===== config.mk =====
export PLATFORM = sky130hd
export DESIGN_NAME = fst_failsafe_cfg
export DESIGN_NICKNAME = d
export VERILOG_FILES = /design/src/fst_pkg.sv /design/src/fst_timer.sv /design/src/fst_crc_check.sv /design/src/fst_failsafe_cfg.sv
export SDC_FILE = /design/constraint.sdc
export NUM_CORES = 1
export LEC_CHECK = 0
export BUFFER_PORTS_ARGS = -buffer_cell sky130_fd_sc_hd__clkbuf_2
export CORE_UTILIZATION = 55
export DETAILED_ROUTE_END_ITERATION = 6
export GPL_TIMING_DRIVEN = 0
export HOLD_SLACK_MARGIN = 0.12
export PLACE_DENSITY = 0.74
export SLEW_MARGIN = 20
export SYNTH_ARGS = -nofsm -noshare
export SYNTH_HDL_FRONTEND = slang
export SYNTH_SLANG_ARGS = --single-unit

===== constraint.sdc =====
create_clock -name pclk -period 9.9 [get_ports pclk]
set_clock_uncertainty 0.05 [all_clocks]
set_input_delay 2.97 -clock pclk [delete_from_list [all_inputs] [get_ports pclk]]
set_output_delay 2.97 -clock pclk [all_outputs]
set_load 0.05 [all_outputs]

===== src/fst_pkg.sv =====
// Constants, types and helper functions of the fail-safe timer configuration block
//------------------------------------------------------------------------------
// Summary of operation
//------------------------------------------------------------------------------
package fst_pkg;

	// -------------------------------------------------------------------------
	// Bus and register map
	// -------------------------------------------------------------------------
	localparam int          ADDR_W          = 12;
	localparam int          DATA_W          = 32;
	localparam logic [7:0]  IDX_WD_INIT     = 8'hCA;
	localparam logic [7:0]  IDX_SHORT_TH    = 8'hCB;
	localparam logic [7:0]  IDX_CRC_REF     = 8'hCF;
	localparam logic [7:0]  IDX_CONF_TIMERS = 8'h40;
	localparam logic [7:0]  IDX_CONF_SHORT  = 8'h41;
	localparam logic [7:0]  IDX_CTRL        = 8'h42;
	localparam logic [7:0]  IDX_STATUS      = 8'h43;

	localparam logic [7:0]  WD_INIT_RESET   = 8'h00;
	localparam logic [7:0]  SHORT_TH_RESET  = 8'h00;

	// Field positions
	localparam int          WD_CODE_LSB     = 4;
	localparam int          INIT_CODE_LSB   = 0;
	localparam int          CTRL_KICK_BIT   = 0;
	localparam int          CTRL_RELOAD_BIT = 1;
	localparam int          CTRL_EXIT_BIT   = 2;
	localparam int          STAT_FS_BIT     = 0;
	localparam int          STAT_INIT_BIT   = 1;
	localparam int          STAT_CRC_BIT    = 2;

	// Codes
	localparam logic [3:0]  WD_DISABLED     = 4'h0;
	localparam logic [3:0]  WD_DIRECT       = 4'hC;
	localparam logic [7:0]  CRC_POLY        = 8'h07;
	localparam logic [7:0]  CRC_SEED        = 8'h00;

	// -------------------------------------------------------------------------
	// Timing
	// -------------------------------------------------------------------------
	localparam int          CLK_PERIOD_NS   = 8;
	localparam int          NS_PER_US       = 1000;
	localparam int          CYC_PER_US      = NS_PER_US / CLK_PERIOD_NS;

	typedef enum logic [1:0] {
		ST_LOAD,
		ST_INIT,
		ST_NORMAL,
		ST_FAILSAFE
	} fst_state_e;

	typedef struct packed {
		logic [3:0] wd_code;
		logic [3:0] init_code;
		logic [7:0] short_th;
	} fst_conf_s;

	typedef struct packed {
		logic failsafe;
		logic init_done;
		logic crc_fault;
	} fst_status_s;

	// Watchdog timeout in microseconds; 0 for disabled and direct codes
	function automatic int wd_time_us(input logic [3:0] code);
		case (code)
			4'h1: wd_time_us = 200;
			4'h2: wd_time_us = 500;
			4'h3: wd_time_us = 1000;
			4'h4: wd_time_us = 2000;
			4'h5: wd_time_us = 5000;
			4'h6: wd_time_us = 10000;
			4'h7: wd_time_us = 20000;
			4'h8: wd_time_us = 50000;
			4'h9: wd_time_us = 100000;
			4'hA: wd_time_us = 200000;
			4'hB: wd_time_us = 500000;
			default: wd_time_us = 0;
		endcase
	endfunction : wd_time_us

	// Initialization delay in microseconds
	function automatic int init_time_us(input logic [3:0] code);
		case (code)
			4'h0: init_time_us = 0;
			4'h1: init_time_us = 50000;
			4'h2: init_time_us = 20000;
			4'h3: init_time_us = 10000;
			4'h4: init_time_us = 5000;
			4'h5: init_time_us = 2000;
			4'h6: init_time_us = 1000;
			4'h7: init_time_us = 500;
			4'h8: init_time_us = 200;
			4'h9: init_time_us = 100;
			default: init_time_us = 50;
		endcase
	endfunction : init_time_us

	// One byte through an MSB-first CRC-8
	function automatic logic [7:0] crc8_byte(input logic [7:0] crc, input logic [7:0] data);
		logic [7:0] c;
		c = crc ^ data;
		for (int i = 0; i < 8; i++) begin
			c = c[7] ? ((c << 1) ^ CRC_POLY) : (c << 1);
		end
		crc8_byte = c;
	endfunction : crc8_byte

endpackage : fst_pkg


===== src/fst_timer.sv =====
// Loadable down-counter that pulses once when its delay has run out
`timescale 1ns/1ps
module fst_timer
	import fst_pkg::*;
(
	input  wire logic        pclk,     // Bus clock
	input  wire logic        presetn,  // Async reset, active low
	input  wire logic        start,    // Load and run
	input  wire logic        abort,    // Stop without expiry
	input  wire logic [31:0] load_val, // Delay in cycles
	output logic             expired,  // One-cycle expiry pulse
	output logic             running   // Counting
);

	logic [31:0] cnt_reg;
	logic [31:0] cnt_next;
	logic        run_reg;
	logic        run_next;
	logic        exp_reg;
	logic        exp_next;

	always_comb begin
		cnt_next = cnt_reg;
		run_next = run_reg;
		exp_next = 1'b0;
		if (abort) begin
			run_next = 1'b0;
		end else if (start) begin
			if (load_val == 32'h0000_0000) begin
				exp_next = 1'b1;
				run_next = 1'b0;
			end else begin
				cnt_next = load_val;
				run_next = 1'b1;
			end
		end else if (run_reg) begin
			if (cnt_reg == 32'h0000_0001) begin
				exp_next = 1'b1;
				run_next = 1'b0;
			end else begin
				cnt_next = cnt_reg - 32'h0000_0001;
			end
		end
	end

	always_ff @(posedge pclk or negedge presetn) begin
		if (!presetn) begin
			cnt_reg <= 32'h0000_0000;
			run_reg <= 1'b0;
			exp_reg <= 1'b0;
		end else begin
			cnt_reg <= cnt_next;
			run_reg <= run_next;
			exp_reg <= exp_next;
		end
	end

	assign expired = exp_reg;
	assign running = run_reg;
endmodule : fst_timer


===== src/fst_crc_check.sv =====
// Integrity check of the stored configuration bytes against their CRC reference
`timescale 1ns/1ps
module fst_crc_check
	import fst_pkg::*;
(
	input  wire logic       pclk,      // Bus clock
	input  wire logic       presetn,   // Async reset, active low
	input  wire logic [7:0] nv_timers, // Stored timer byte
	input  wire logic [7:0] nv_short,  // Stored threshold byte
	input  wire logic [7:0] nv_ref,    // Stored CRC reference
	output logic            crc_fault  // Mismatch, level
);

	logic [7:0] calc;
	logic       fault_reg;
	logic       fault_next;

	always_comb begin
		calc       = crc8_byte(crc8_byte(CRC_SEED, nv_timers), nv_short);
		fault_next = (calc != nv_ref);
	end

	always_ff @(posedge pclk or negedge presetn) begin
		if (!presetn) begin
			fault_reg <= 1'b0;
		end else begin
			fault_reg <= fault_next;
		end
	end

	assign crc_fault = fault_reg;
endmodule : fst_crc_check


===== src/fst_failsafe_cfg.sv =====
// Stored timer configuration, init/watchdog sequencing and APB register slave
`timescale 1ns/1ps
module fst_failsafe_cfg
	import fst_pkg::*;
#(
	parameter int         CYCLES_PER_US = CYC_PER_US, // Shorten long delays in simulation
	parameter logic [7:0] CRC_REF_RESET = 8'h5A       // Arbitrary value
)(
	input  wire logic              pclk,          // Bus clock, 125 MHz
	input  wire logic              presetn,       // Async reset, active low
	input  wire logic              psel,          // APB select
	input  wire logic              penable,       // APB enable
	input  wire logic              pwrite,        // APB direction
	input  wire logic [ADDR_W-1:0] paddr,         // APB byte address
	input  wire logic [DATA_W-1:0] pwdata,        // APB write data
	output logic      [DATA_W-1:0] prdata,        // APB read data
	output logic                   pready,        // APB ready
	output logic                   pslverr,       // APB error
	input  wire logic              link_rx,       // Transceiver receive pin
	output fst_conf_s              conf,          // Working configuration
	output fst_status_s            status         // Fail-safe, init, CRC state
);

	// -------------------------------------------------------------------------
	// Address decode
	// -------------------------------------------------------------------------
	function automatic logic hit(input logic [ADDR_W-1:0] a, input logic [7:0] idx);
		hit = (a == {2'b00, idx, 2'b00});
	endfunction : hit

	logic wr_en;
	logic rd_setup;
	logic mapped;

	always_comb begin
		wr_en    = psel && penable && pwrite;
		rd_setup = psel && !penable && !pwrite;
		mapped   = hit(paddr, IDX_WD_INIT) || hit(paddr, IDX_SHORT_TH) ||
		           hit(paddr, IDX_CRC_REF) || hit(paddr, IDX_CONF_TIMERS) ||
		           hit(paddr, IDX_CONF_SHORT) || hit(paddr, IDX_CTRL) ||
		           hit(paddr, IDX_STATUS);
	end

	assign pready  = 1'b1;
	assign pslverr = psel && penable && !mapped;

	// -------------------------------------------------------------------------
	// Link activity
	// -------------------------------------------------------------------------
	// Any edge on the receive pin counts as controller traffic
	logic rx_meta_reg;
	logic rx_sync_reg;
	logic rx_prev_reg;
	logic link_act;

	always_ff @(posedge pclk or negedge presetn) begin
		if (!presetn) begin
			rx_meta_reg <= 1'b1;
			rx_sync_reg <= 1'b1;
			rx_prev_reg <= 1'b1;
		end else begin
			rx_meta_reg <= link_rx;
			rx_sync_reg <= rx_meta_reg;
			rx_prev_reg <= rx_sync_reg;
		end
	end

	assign link_act = rx_sync_reg ^ rx_prev_reg;

	// -------------------------------------------------------------------------
	// Stored bytes and working configuration
	// -------------------------------------------------------------------------
	logic [7:0] nv_timers_reg;
	logic [7:0] nv_timers_next;
	logic [7:0] nv_short_reg;
	logic [7:0] nv_short_next;
	logic [7:0] nv_crc_reg;
	logic [7:0] nv_crc_next;
	fst_conf_s  conf_reg;
	fst_conf_s  conf_next;
	fst_state_e state_reg;
	fst_state_e state_next;

	logic kick_cmd;
	logic reload_cmd;
	logic exit_cmd;

	always_comb begin
		kick_cmd   = wr_en && hit(paddr, IDX_CTRL) && pwdata[CTRL_KICK_BIT];
		reload_cmd = wr_en && hit(paddr, IDX_CTRL) && pwdata[CTRL_RELOAD_BIT];
		exit_cmd   = wr_en && hit(paddr, IDX_CTRL) && pwdata[CTRL_EXIT_BIT];
	end

	always_comb begin
		nv_timers_next = nv_timers_reg;
		nv_short_next  = nv_short_reg;
		nv_crc_next    = nv_crc_reg;
		conf_next      = conf_reg;
		if (wr_en && hit(paddr, IDX_WD_INIT)) begin
			nv_timers_next = pwdata[7:0];
		end
		if (wr_en && hit(paddr, IDX_SHORT_TH)) begin
			nv_short_next = pwdata[7:0];
		end
		if (wr_en && hit(paddr, IDX_CRC_REF)) begin
			nv_crc_next = pwdata[7:0];
		end
		if (state_reg == ST_LOAD) begin
			conf_next.wd_code   = nv_timers_reg[WD_CODE_LSB +: 4];
			conf_next.init_code = nv_timers_reg[INIT_CODE_LSB +: 4];
			conf_next.short_th  = nv_short_reg;
		end else begin
			if (wr_en && hit(paddr, IDX_CONF_TIMERS)) begin
				conf_next.wd_code   = pwdata[WD_CODE_LSB +: 4];
				conf_next.init_code = pwdata[INIT_CODE_LSB +: 4];
			end
			if (wr_en && hit(paddr, IDX_CONF_SHORT)) begin
				conf_next.short_th = pwdata[7:0];
			end
		end
	end

	// -------------------------------------------------------------------------
	// Sequencing
	// -------------------------------------------------------------------------
	logic        init_start;
	logic        wd_start;
	logic        wd_abort;
	logic        init_exp;
	logic        wd_exp;
	logic        crc_fault;
	logic        wd_timed;
	logic        wd_direct;
	logic [31:0] init_cycles;
	logic [31:0] wd_cycles;

	always_comb begin
		wd_timed    = conf_reg.wd_code != WD_DISABLED && conf_reg.wd_code < WD_DIRECT;
		wd_direct   = conf_reg.wd_code >= WD_DIRECT;
		init_cycles = 32'(init_time_us(conf_next.init_code) * CYCLES_PER_US);
		wd_cycles   = 32'(wd_time_us(conf_reg.wd_code) * CYCLES_PER_US);
	end

	always_comb begin
		state_next = state_reg;
		init_start = 1'b0;
		wd_start   = 1'b0;
		wd_abort   = 1'b0;
		case (state_reg)
			ST_LOAD: begin
				state_next = ST_INIT;
				init_start = 1'b1;
			end
			ST_INIT: begin
				if (init_exp) begin
					state_next = ST_NORMAL;
					wd_start   = wd_timed;
				end
			end
			ST_NORMAL: begin
				// No traffic needed with disabled or direct code: standalone parts sit here or fall to fail-safe
				if (wd_direct || wd_exp) begin
					state_next = ST_FAILSAFE;
					wd_abort   = 1'b1;
				end else if (kick_cmd || link_act) begin
					wd_start = wd_timed;
					wd_abort = !wd_timed;
				end else if (!wd_timed) begin
					wd_abort = 1'b1;
				end
			end
			ST_FAILSAFE: begin
				// Direct code keeps the device here even against an exit request
				if (exit_cmd && !wd_direct) begin
					state_next = ST_NORMAL;
					wd_start   = wd_timed;
				end
			end
			default: begin
				state_next = ST_LOAD;
			end
		endcase
		if (reload_cmd) begin
			state_next = ST_LOAD;
			wd_abort   = 1'b1;
			wd_start   = 1'b0;
		end
	end

	always_ff @(posedge pclk or negedge presetn) begin
		if (!presetn) begin
			nv_timers_reg <= WD_INIT_RESET;
			nv_short_reg  <= SHORT_TH_RESET;
			nv_crc_reg    <= CRC_REF_RESET;
			conf_reg      <= '0;
			state_reg     <= ST_LOAD;
		end else begin
			nv_timers_reg <= nv_timers_next;
			nv_short_reg  <= nv_short_next;
			nv_crc_reg    <= nv_crc_next;
			conf_reg      <= conf_next;
			state_reg     <= state_next;
		end
	end

	fst_timer u_init_timer (
		.pclk     (pclk),
		.presetn  (presetn),
		.start    (init_start),
		.abort    (reload_cmd),
		.load_val (init_cycles),
		.expired  (init_exp),
		.running  ()
	);

	fst_timer u_wd_timer (
		.pclk     (pclk),
		.presetn  (presetn),
		.start    (wd_start),
		.abort    (wd_abort),
		.load_val (wd_cycles),
		.expired  (wd_exp),
		.running  ()
	);

	fst_crc_check u_crc (
		.pclk      (pclk),
		.presetn   (presetn),
		.nv_timers (nv_timers_reg),
		.nv_short  (nv_short_reg),
		.nv_ref    (nv_crc_reg),
		.crc_fault (crc_fault)
	);

	// -------------------------------------------------------------------------
	// Read data and outputs
	// -------------------------------------------------------------------------
	logic [DATA_W-1:0] rdata_reg;
	logic [DATA_W-1:0] rdata_next;

	always_comb begin
		rdata_next = rdata_reg;
		if (rd_setup) begin
			rdata_next = '0;
			if (hit(paddr, IDX_WD_INIT)) begin
				rdata_next[7:0] = nv_timers_reg;
			end else if (hit(paddr, IDX_SHORT_TH)) begin
				rdata_next[7:0] = nv_short_reg;
			end else if (hit(paddr, IDX_CRC_REF)) begin
				rdata_next[7:0] = nv_crc_reg;
			end else if (hit(paddr, IDX_CONF_TIMERS)) begin
				rdata_next[7:0] = {conf_reg.wd_code, conf_reg.init_code};
			end else if (hit(paddr, IDX_CONF_SHORT)) begin
				rdata_next[7:0] = conf_reg.short_th;
			end else if (hit(paddr, IDX_STATUS)) begin
				rdata_next[STAT_FS_BIT]   = state_reg == ST_FAILSAFE;
				rdata_next[STAT_INIT_BIT] = state_reg == ST_NORMAL || state_reg == ST_FAILSAFE;
				rdata_next[STAT_CRC_BIT]  = crc_fault;
			end
		end
	end

	always_ff @(posedge pclk or negedge presetn) begin
		if (!presetn) begin
			rdata_reg <= '0;
		end else begin
			rdata_reg <= rdata_next;
		end
	end

	assign prdata           = rdata_reg;
	assign conf             = conf_reg;
	assign status.failsafe  = state_reg == ST_FAILSAFE;
	assign status.init_done = state_reg == ST_NORMAL || state_reg == ST_FAILSAFE;
	assign status.crc_fault = crc_fault;
endmodule : fst_failsafe_cfg


==> results.cfg, run 1 <==
[floorplan]
rows = 58
coreArea_um2 = 25300
initial_core_util_pct = 56.2
die-area_um2 = 26500
die_w_um = 163
die_h_um = 163
ios = 103

[clock_network]
cts-hold-fix-buffers = 0
cts_buffers = 17
cts.sinks = 122
cts_tree = yes
cts_root_buffer = clkbuf_16
h-tree-depth = 4
clock_path_buffers = 2
clock_latency_ns = 0.42
clk_pin_slew_ns = 0.06

[worst_setup_path]
cp-startpoint = paddr[0]
path_max_fanout = 8
crit_path_start_kind = input port
worst_ep_required_time_ns = 10.16
crit_arrival_ns = 9.93
critical_path_class = in2reg
cpPeakStageDelay_ns = 0.54
crit_top_cell = fa_1
cp_slowest_cell = fa_1
end_kind = flip-flop
reg2reg_from = conf[13]

[final_layout]
multi_input_area_um2 = 10300
syn2layout_area_growth_pct = 14.7
finalNonFillerCells = 2152
drive_gt1_share_pct = 16.1
utilization_pct = 64.5
diodes = 0
final-seq-area_um2 = 3060
fillers = 2103
final_common_cell = inv_1
nets = 2093
final_cell_mix = 235 x inv_1, 135 x o21ai_0, 127 x ha_1

[drt]
avgViaCountPerCell = 5.99
routedWlPerCell_um = 18.0
firstDrtPassIters = 6
drtAntennaViolNets = 0
routed_wl_um = 38700
drt_iter0_drc = 1147
vias = 12900
drc = 0

[synthesis]
synth-compound-area-share_pct = 18.0
synthMuxAreaShare_pct = 4.37
yosysSeqAreaShare_pct = 21.6
syn-cell-area_um2 = 14200
synth_edf_count = 0
yosysWarningCount = 0
synthXorXnorAreaFrac_pct = 4.50
synth-seq-cells = 122
synthSimpleGateAreaFrac_pct = 15.8
async_flop_share_pct = 100
syn_avg_cell_area_um2 = 8.42
synth_top_family_by_area = adder cells
synth_fa_ha_area_share_pct = 25.9
synth_top_flop_cell = dfrtp_1
netlist_instances = 1687
synth.distinct_cells = 80

[power_and_ir_drop]
pwr-share-comb_pct = 11.3
internal_power_mw = 0.926
switching_share_pct = 27.9
seqPwrFrac_pct = 39.6
peakVddDrop_mv = 0.103
total_power_mw = 1.28
powerDensity_nw_per_um2 = 78.9
clkPwrFrac_pct = 49.0
p_leak_nw = 8.23
netSwitchingPower_mw = 0.359

[place]
port-buffer-count = 50
dp_cells = 2093
gp_congestion = 0.928
hpwl_um = 29200

[global_routing]
grt.overflow.total = 0
grt_max_degree = 63
grt_pass1_vias = 12400
grt_antenna_before_repair = 0
grt_usage_pct = 29.2
grt_pass1_wl_um = 61800

[sta]
finalHoldViolCount = 0
fin_crit_ns = 9.67
hold_ws_ns = 0.323
finalSetupTns_ns = 0
worst_pin_slew_ns = 1.12
slew_viol_final = 0
setup_violations = 0
max_freq_ghz = 0.103
slew_headroom_pct = 25.2
post-route-period-util_pct = 97.7

[min_path]
worstHoldStart = rx_sync_reg
hold_class = reg2reg

[outcome]
status = completed

[run]
drv_cap = 0
power by group through the flow:
stage	Clock (mW)	Combinational, mW	Sequential, mW
after detailed placement	0	0.130	0.518
after global routing	0.654	0.155	0.510
after floorplan	0	0.0728	0.536
after CTS	0.635	0.133	0.509
final	0.630	0.145	0.509
after global placement	0	0.127	0.518
logic make-up (layout without fill, tap and decap cells):
family | after synthesis | in the layout
simple gates | 441 | 441
compound gates | 416 | 416
buf+inv | 342 | 453
fa+ha+maj | 234 | 234
flops | 122 | 122
xor+xnor | 73 | 73
mux | 57 | 57
other cells | 2 | 26
through the flow:
stage	cell area, µm²	worst slack (ns)
floorplan	14300	0.0495
global placement	15000	-1.42
detailed placement	15000	-1.50
CTS	15800	0.0151
global route	16300	-0.0699
finish	16300	0.228
final cells by class:
type	instances	share of cell area, %
Buffer	98	3.25
Clock buffer	17	2.61
Clock inverter	15	1.01
Inverter	243	5.62
Multi-Input combinational cell	1247	63.1
Sequential cell	122	18.8
Tap cell	330	2.54
Timing Repair Buffer	80	3.08
Yosys cell counts (7+ instances only):
library cell	instances	share of area (%)
o22a_1	8	0.49
nand2b_1	18	0.79
a21o_1	17	0.90
o21ai_0	143	5.0
o221ai_1	13	0.80
inv_1	241	6.4
o21a_1	15	0.79
mux2i_1	20	1.4
a21boi_0	7	0.37
and3_1	14	0.62
fa_1	99	14
mux2_2	36	2.9
nor2_1	94	2.5
clkbuf_1	56	1.5
xnor2_1	48	3.0
buf_4	30	1.6
a31oi_1	11	0.48
nor3_1	42	1.5
ha_1	135	12
nand4_1	26	1.1
a22oi_1	13	0.69
nor2b_1	12	0.53
or3_1	14	0.62
nand3_1	35	1.2
xor2_1	25	1.5
nor4_1	15	0.66
and2_1	8	0.35
nand2_1	121	3.2
dfrtp_1	115	20
a21oi_1	116	4.1
buf_2	7	0.25
dfstp_2	7	1.3
worst paths after layout:
| check | cells past startpoint | to | slack [ns] |
|---|---|---|---|
| setup / recovery | 32 | u_init_timer.cnt_reg[0] | 0.23 |
| hold / removal | 0 | rx_prev_reg | 0.32 |
| setup reg to reg | 26 | u_wd_timer.cnt_reg[14] | 1.81 |
| hold reg to reg | 0 | rx_prev_reg | 0.32 |
| max in group asynchronous | 2 | rx_meta_reg | 6.59 |
| min in group asynchronous | 1 | conf[14] | 2.47 |
routing by layer:
layer / track usage [%] / wire [µm] / vias up
li1: - / - / 5991
met1: 39.7 / 16700 / 6249
met2: 47.6 / 18200 / 540
met3: 3.67 / 2630 / 104
met4: 11.1 / 1160 / 0
met5: 0 / 0 / -
worst max-delay path, delay by kind of cell:
family	cells	cell delay [ns]
adder cells (fa/ha/maj)	5	2.34
AND/OR/NAND/NOR	8	1.93
AO/OA/AOI/OAI	6	1.04
buffers and inverters	10	0.85
multiplexers	2	0.54
XOR/XNOR	1	0.24
timing repair:
action	4_1_cts	5_1_grt
gates cloned	0	1
pin swaps	5	31
buffers inserted	8	19
endpoints found under the setup margin	34	34
gates resized for setup	30	87
(Power assumes the default switching activity.)
==> run 2, diff against run 1 <==
--- a/config.mk
+++ b/config.mk
@@ -5,12 +5,12 @@
 export SDC_FILE = /design/constraint.sdc
 export NUM_CORES = 1
 export LEC_CHECK = 0
+export ABC_AREA = 1
 export BUFFER_PORTS_ARGS = -buffer_cell sky130_fd_sc_hd__clkbuf_2
-export CORE_UTILIZATION = 55
+export CORE_UTILIZATION = 40
 export DETAILED_ROUTE_END_ITERATION = 6
 export GPL_TIMING_DRIVEN = 0
 export HOLD_SLACK_MARGIN = 0.12
-export PLACE_DENSITY = 0.74
 export SLEW_MARGIN = 20
 export SYNTH_ARGS = -nofsm -noshare
 export SYNTH_HDL_FRONTEND = slang
==> results.cfg, run 2 <==
[outcome]
status = completed

[global_routing]
grt_pass1_wl_um = 67500
grt_antenna_before_repair = 0
grt_pass1_vias = 13800
grt_max_degree = 64
grt_usage_pct = 21.6
grt.overflow.total = 0

[run]
drv_cap = 0

[synthesis]
syn-cell-area_um2 = 15200
synth_top_area_share_pct = 18.9
synth_top_flop_cell = dfrtp_1
yosysTopAreaCell = dfrtp_1
syn_avg_cell_area_um2 = 7.17
netlist_instances = 2126
synth.distinct_cells = 57
yosysSeqAreaShare_pct = 20.1
async_flop_share_pct = 100
synth_edf_count = 0
synthTopCellsByArea = dfrtp_1 19%, nand2_1 13%, fa_1 13%
yosysWarningCount = 0
synth.most_common_cell = nand2_1
synth-seq-cells = 122
netlist_top_cells_count = 529 x nand2_1, 377 x inv_1, 183 x nor2_1

[final_layout]
diodes = 0
final_common_cell = nand2_1
syn2layout_area_growth_pct = 10.8
utilization_pct = 44.9
drive_gt1_share_pct = 9.30
nets = 2507
fillers = 3894
final_area_um2 = 16900
final_cell_mix = 529 x nand2_1, 377 x inv_1, 183 x nor2_1

[worst_setup_path]
cp_slowest_cell = nor3_1
path_delay_family = adder cells
reg2reg_from = state_reg[1]
path_max_fanout = 10
r2r-end = u_init_timer.cnt_reg[6]
worst_ep_required_time_ns = 10.18
crit_top_cell = inv_1
timing.critical_path.to = u_init_timer.cnt_reg[6]
cp_num_cells = 31
cp-startpoint = paddr[11]
crit_arrival_ns = 9.64
crit_path_start_kind = input port
reg2regPathDepth = 29
critical_path_class = in2reg
end_kind = flip-flop
crit_buf_inv = 9
r2r_slack_ns = 2.74
cpPeakStageDelay_ns = 0.62

[sta]
slew_viol_final = 0
rsz0062_at_grt = no
setup_violations = 0
finalSetupTns_ns = 0
worst_pin_slew_ns = 0.951
max_freq_ghz = 0.107
fin_crit_ns = 9.36
slew_headroom_pct = 36.1
finalHoldViolCount = 0
post-route-period-util_pct = 94.6

[power_and_ir_drop]
p_leak_nw = 9.55
powerDensity_nw_per_um2 = 88.5
peakVddDrop_mv = 0.133

[floorplan]
coreArea_um2 = 37600
initial_core_util_pct = 40.5
rows = 71
die_h_um = 197
ios = 103
die_w_um = 197
die-area_um2 = 38900

[drt]
firstDrtPassIters = 5
vias = 13800
avgViaCountPerCell = 5.02
routedWlPerCell_um = 14.8
drc = 0
routed_wl_um = 40600
drtAntennaViolNets = 0
drt_iter0_drc = 810

[min_path]
worstHoldStart = rx_meta_reg
hold_class = reg2reg
hold_depth = 0

[clock_network]
cts.sinks = 122
cts-resized-gates = 0
postCtsSetupRepairBufs = 0
cts_root_buffer = clkbuf_16
clock_latency_ns = 0.45
cts_tree = yes
cts-hold-fix-buffers = 0
clk_pin_slew_ns = 0.07
cts_buffers = 17
h-tree-depth = 4
clock_path_buffers = 2

[place]
port-buffer-count = 53
gp_congestion = 0.919
hpwl_um = 33200
post_dp_cell_area_um2 = 16300
run 2: logic make-up (layout without fill, tap and decap cells):
| family | after synthesis | after routing | share of synthesized area, % |
|---|---|---|---|
| AO/OA/AOI/OAI | 205 | 205 | 7.88 |
| flip-flops | 122 | 122 | 20.1 |
| buffers and inverters | 458 | 544 | 12.4 |
| adder cells (fa/ha/maj) | 234 | 234 | 24.1 |
| other | 2 | 26 | 0.0493 |
| XOR/XNOR | 106 | 106 | 6.09 |
| multiplexers | 8 | 8 | 0.591 |
| AND/OR/NAND/NOR | 991 | 991 | 28.8 |
run 2: worst register-to-register path: cells and delay by family, from the launching register on:
family	cells	cell delay [ns]
AO/OA/AOI/OAI	5	1.13
adder cells (fa/ha/maj)	5	2.41
buffers and inverters	8	1.00
flip-flops	1	0.46
AND/OR/NAND/NOR	11	1.99
run 2: worst min-delay path by stage:
stage | to
floorplan | rx_sync_reg
global placement | rx_sync_reg
detailed placement | rx_sync_reg
CTS | rx_sync_reg
global route | rx_sync_reg
finish | rx_sync_reg
run 2: cell type report:
cell class              instances  area [µm²]  area share, %
flip-flops and latches        122        3060           18.1
well taps                     511         639           3.79
multi-input cells            1570       10400           61.4
plain buffers                  71         433           2.56
clock inverters                14         188           1.11
clock buffers                  18         429           2.54
inverters                     387        1460           8.63
repair buffers                 54         302           1.79
run 2: power breakdown:
group	internal (mW)	switching, mW	leakage, nW
clock network	0.402	0.265	0.298
logic	0.107	0.175	7.75
registers	0.520	0.0249	1.50
total	1.03	0.465	9.55
run 2: per-layer routing:
| metal | vias to the layer above | global-route usage [%] | wire length (µm) |
|---|---|---|---|
| li1 | 6859 | - | - |
| met4 | 0 | 6.78 | 892 |
| met5 | - | 0 | 0 |
| met3 | 52 | 2.60 | 1320 |
| met2 | 265 | 37.5 | 19400 |
| met1 | 6611 | 28.0 | 18900 |
run 2: per-stage QoR:
stage | total power, mW | instances | setup WS (ns) | hold slack, ns
finish | 1.49 | 2747 | 0.536 | 0.303
global route | 1.56 | 2747 | 0.0969 | 0.305
CTS | 1.50 | 2747 | 0.455 | 0.304
detailed placement | 0.833 | 2715 | 0.000627 | 0.304
global placement | 0.828 | 2714 | 0.106 | 0.305
floorplan | 0.767 | 2150 | 1.36 | 0.295
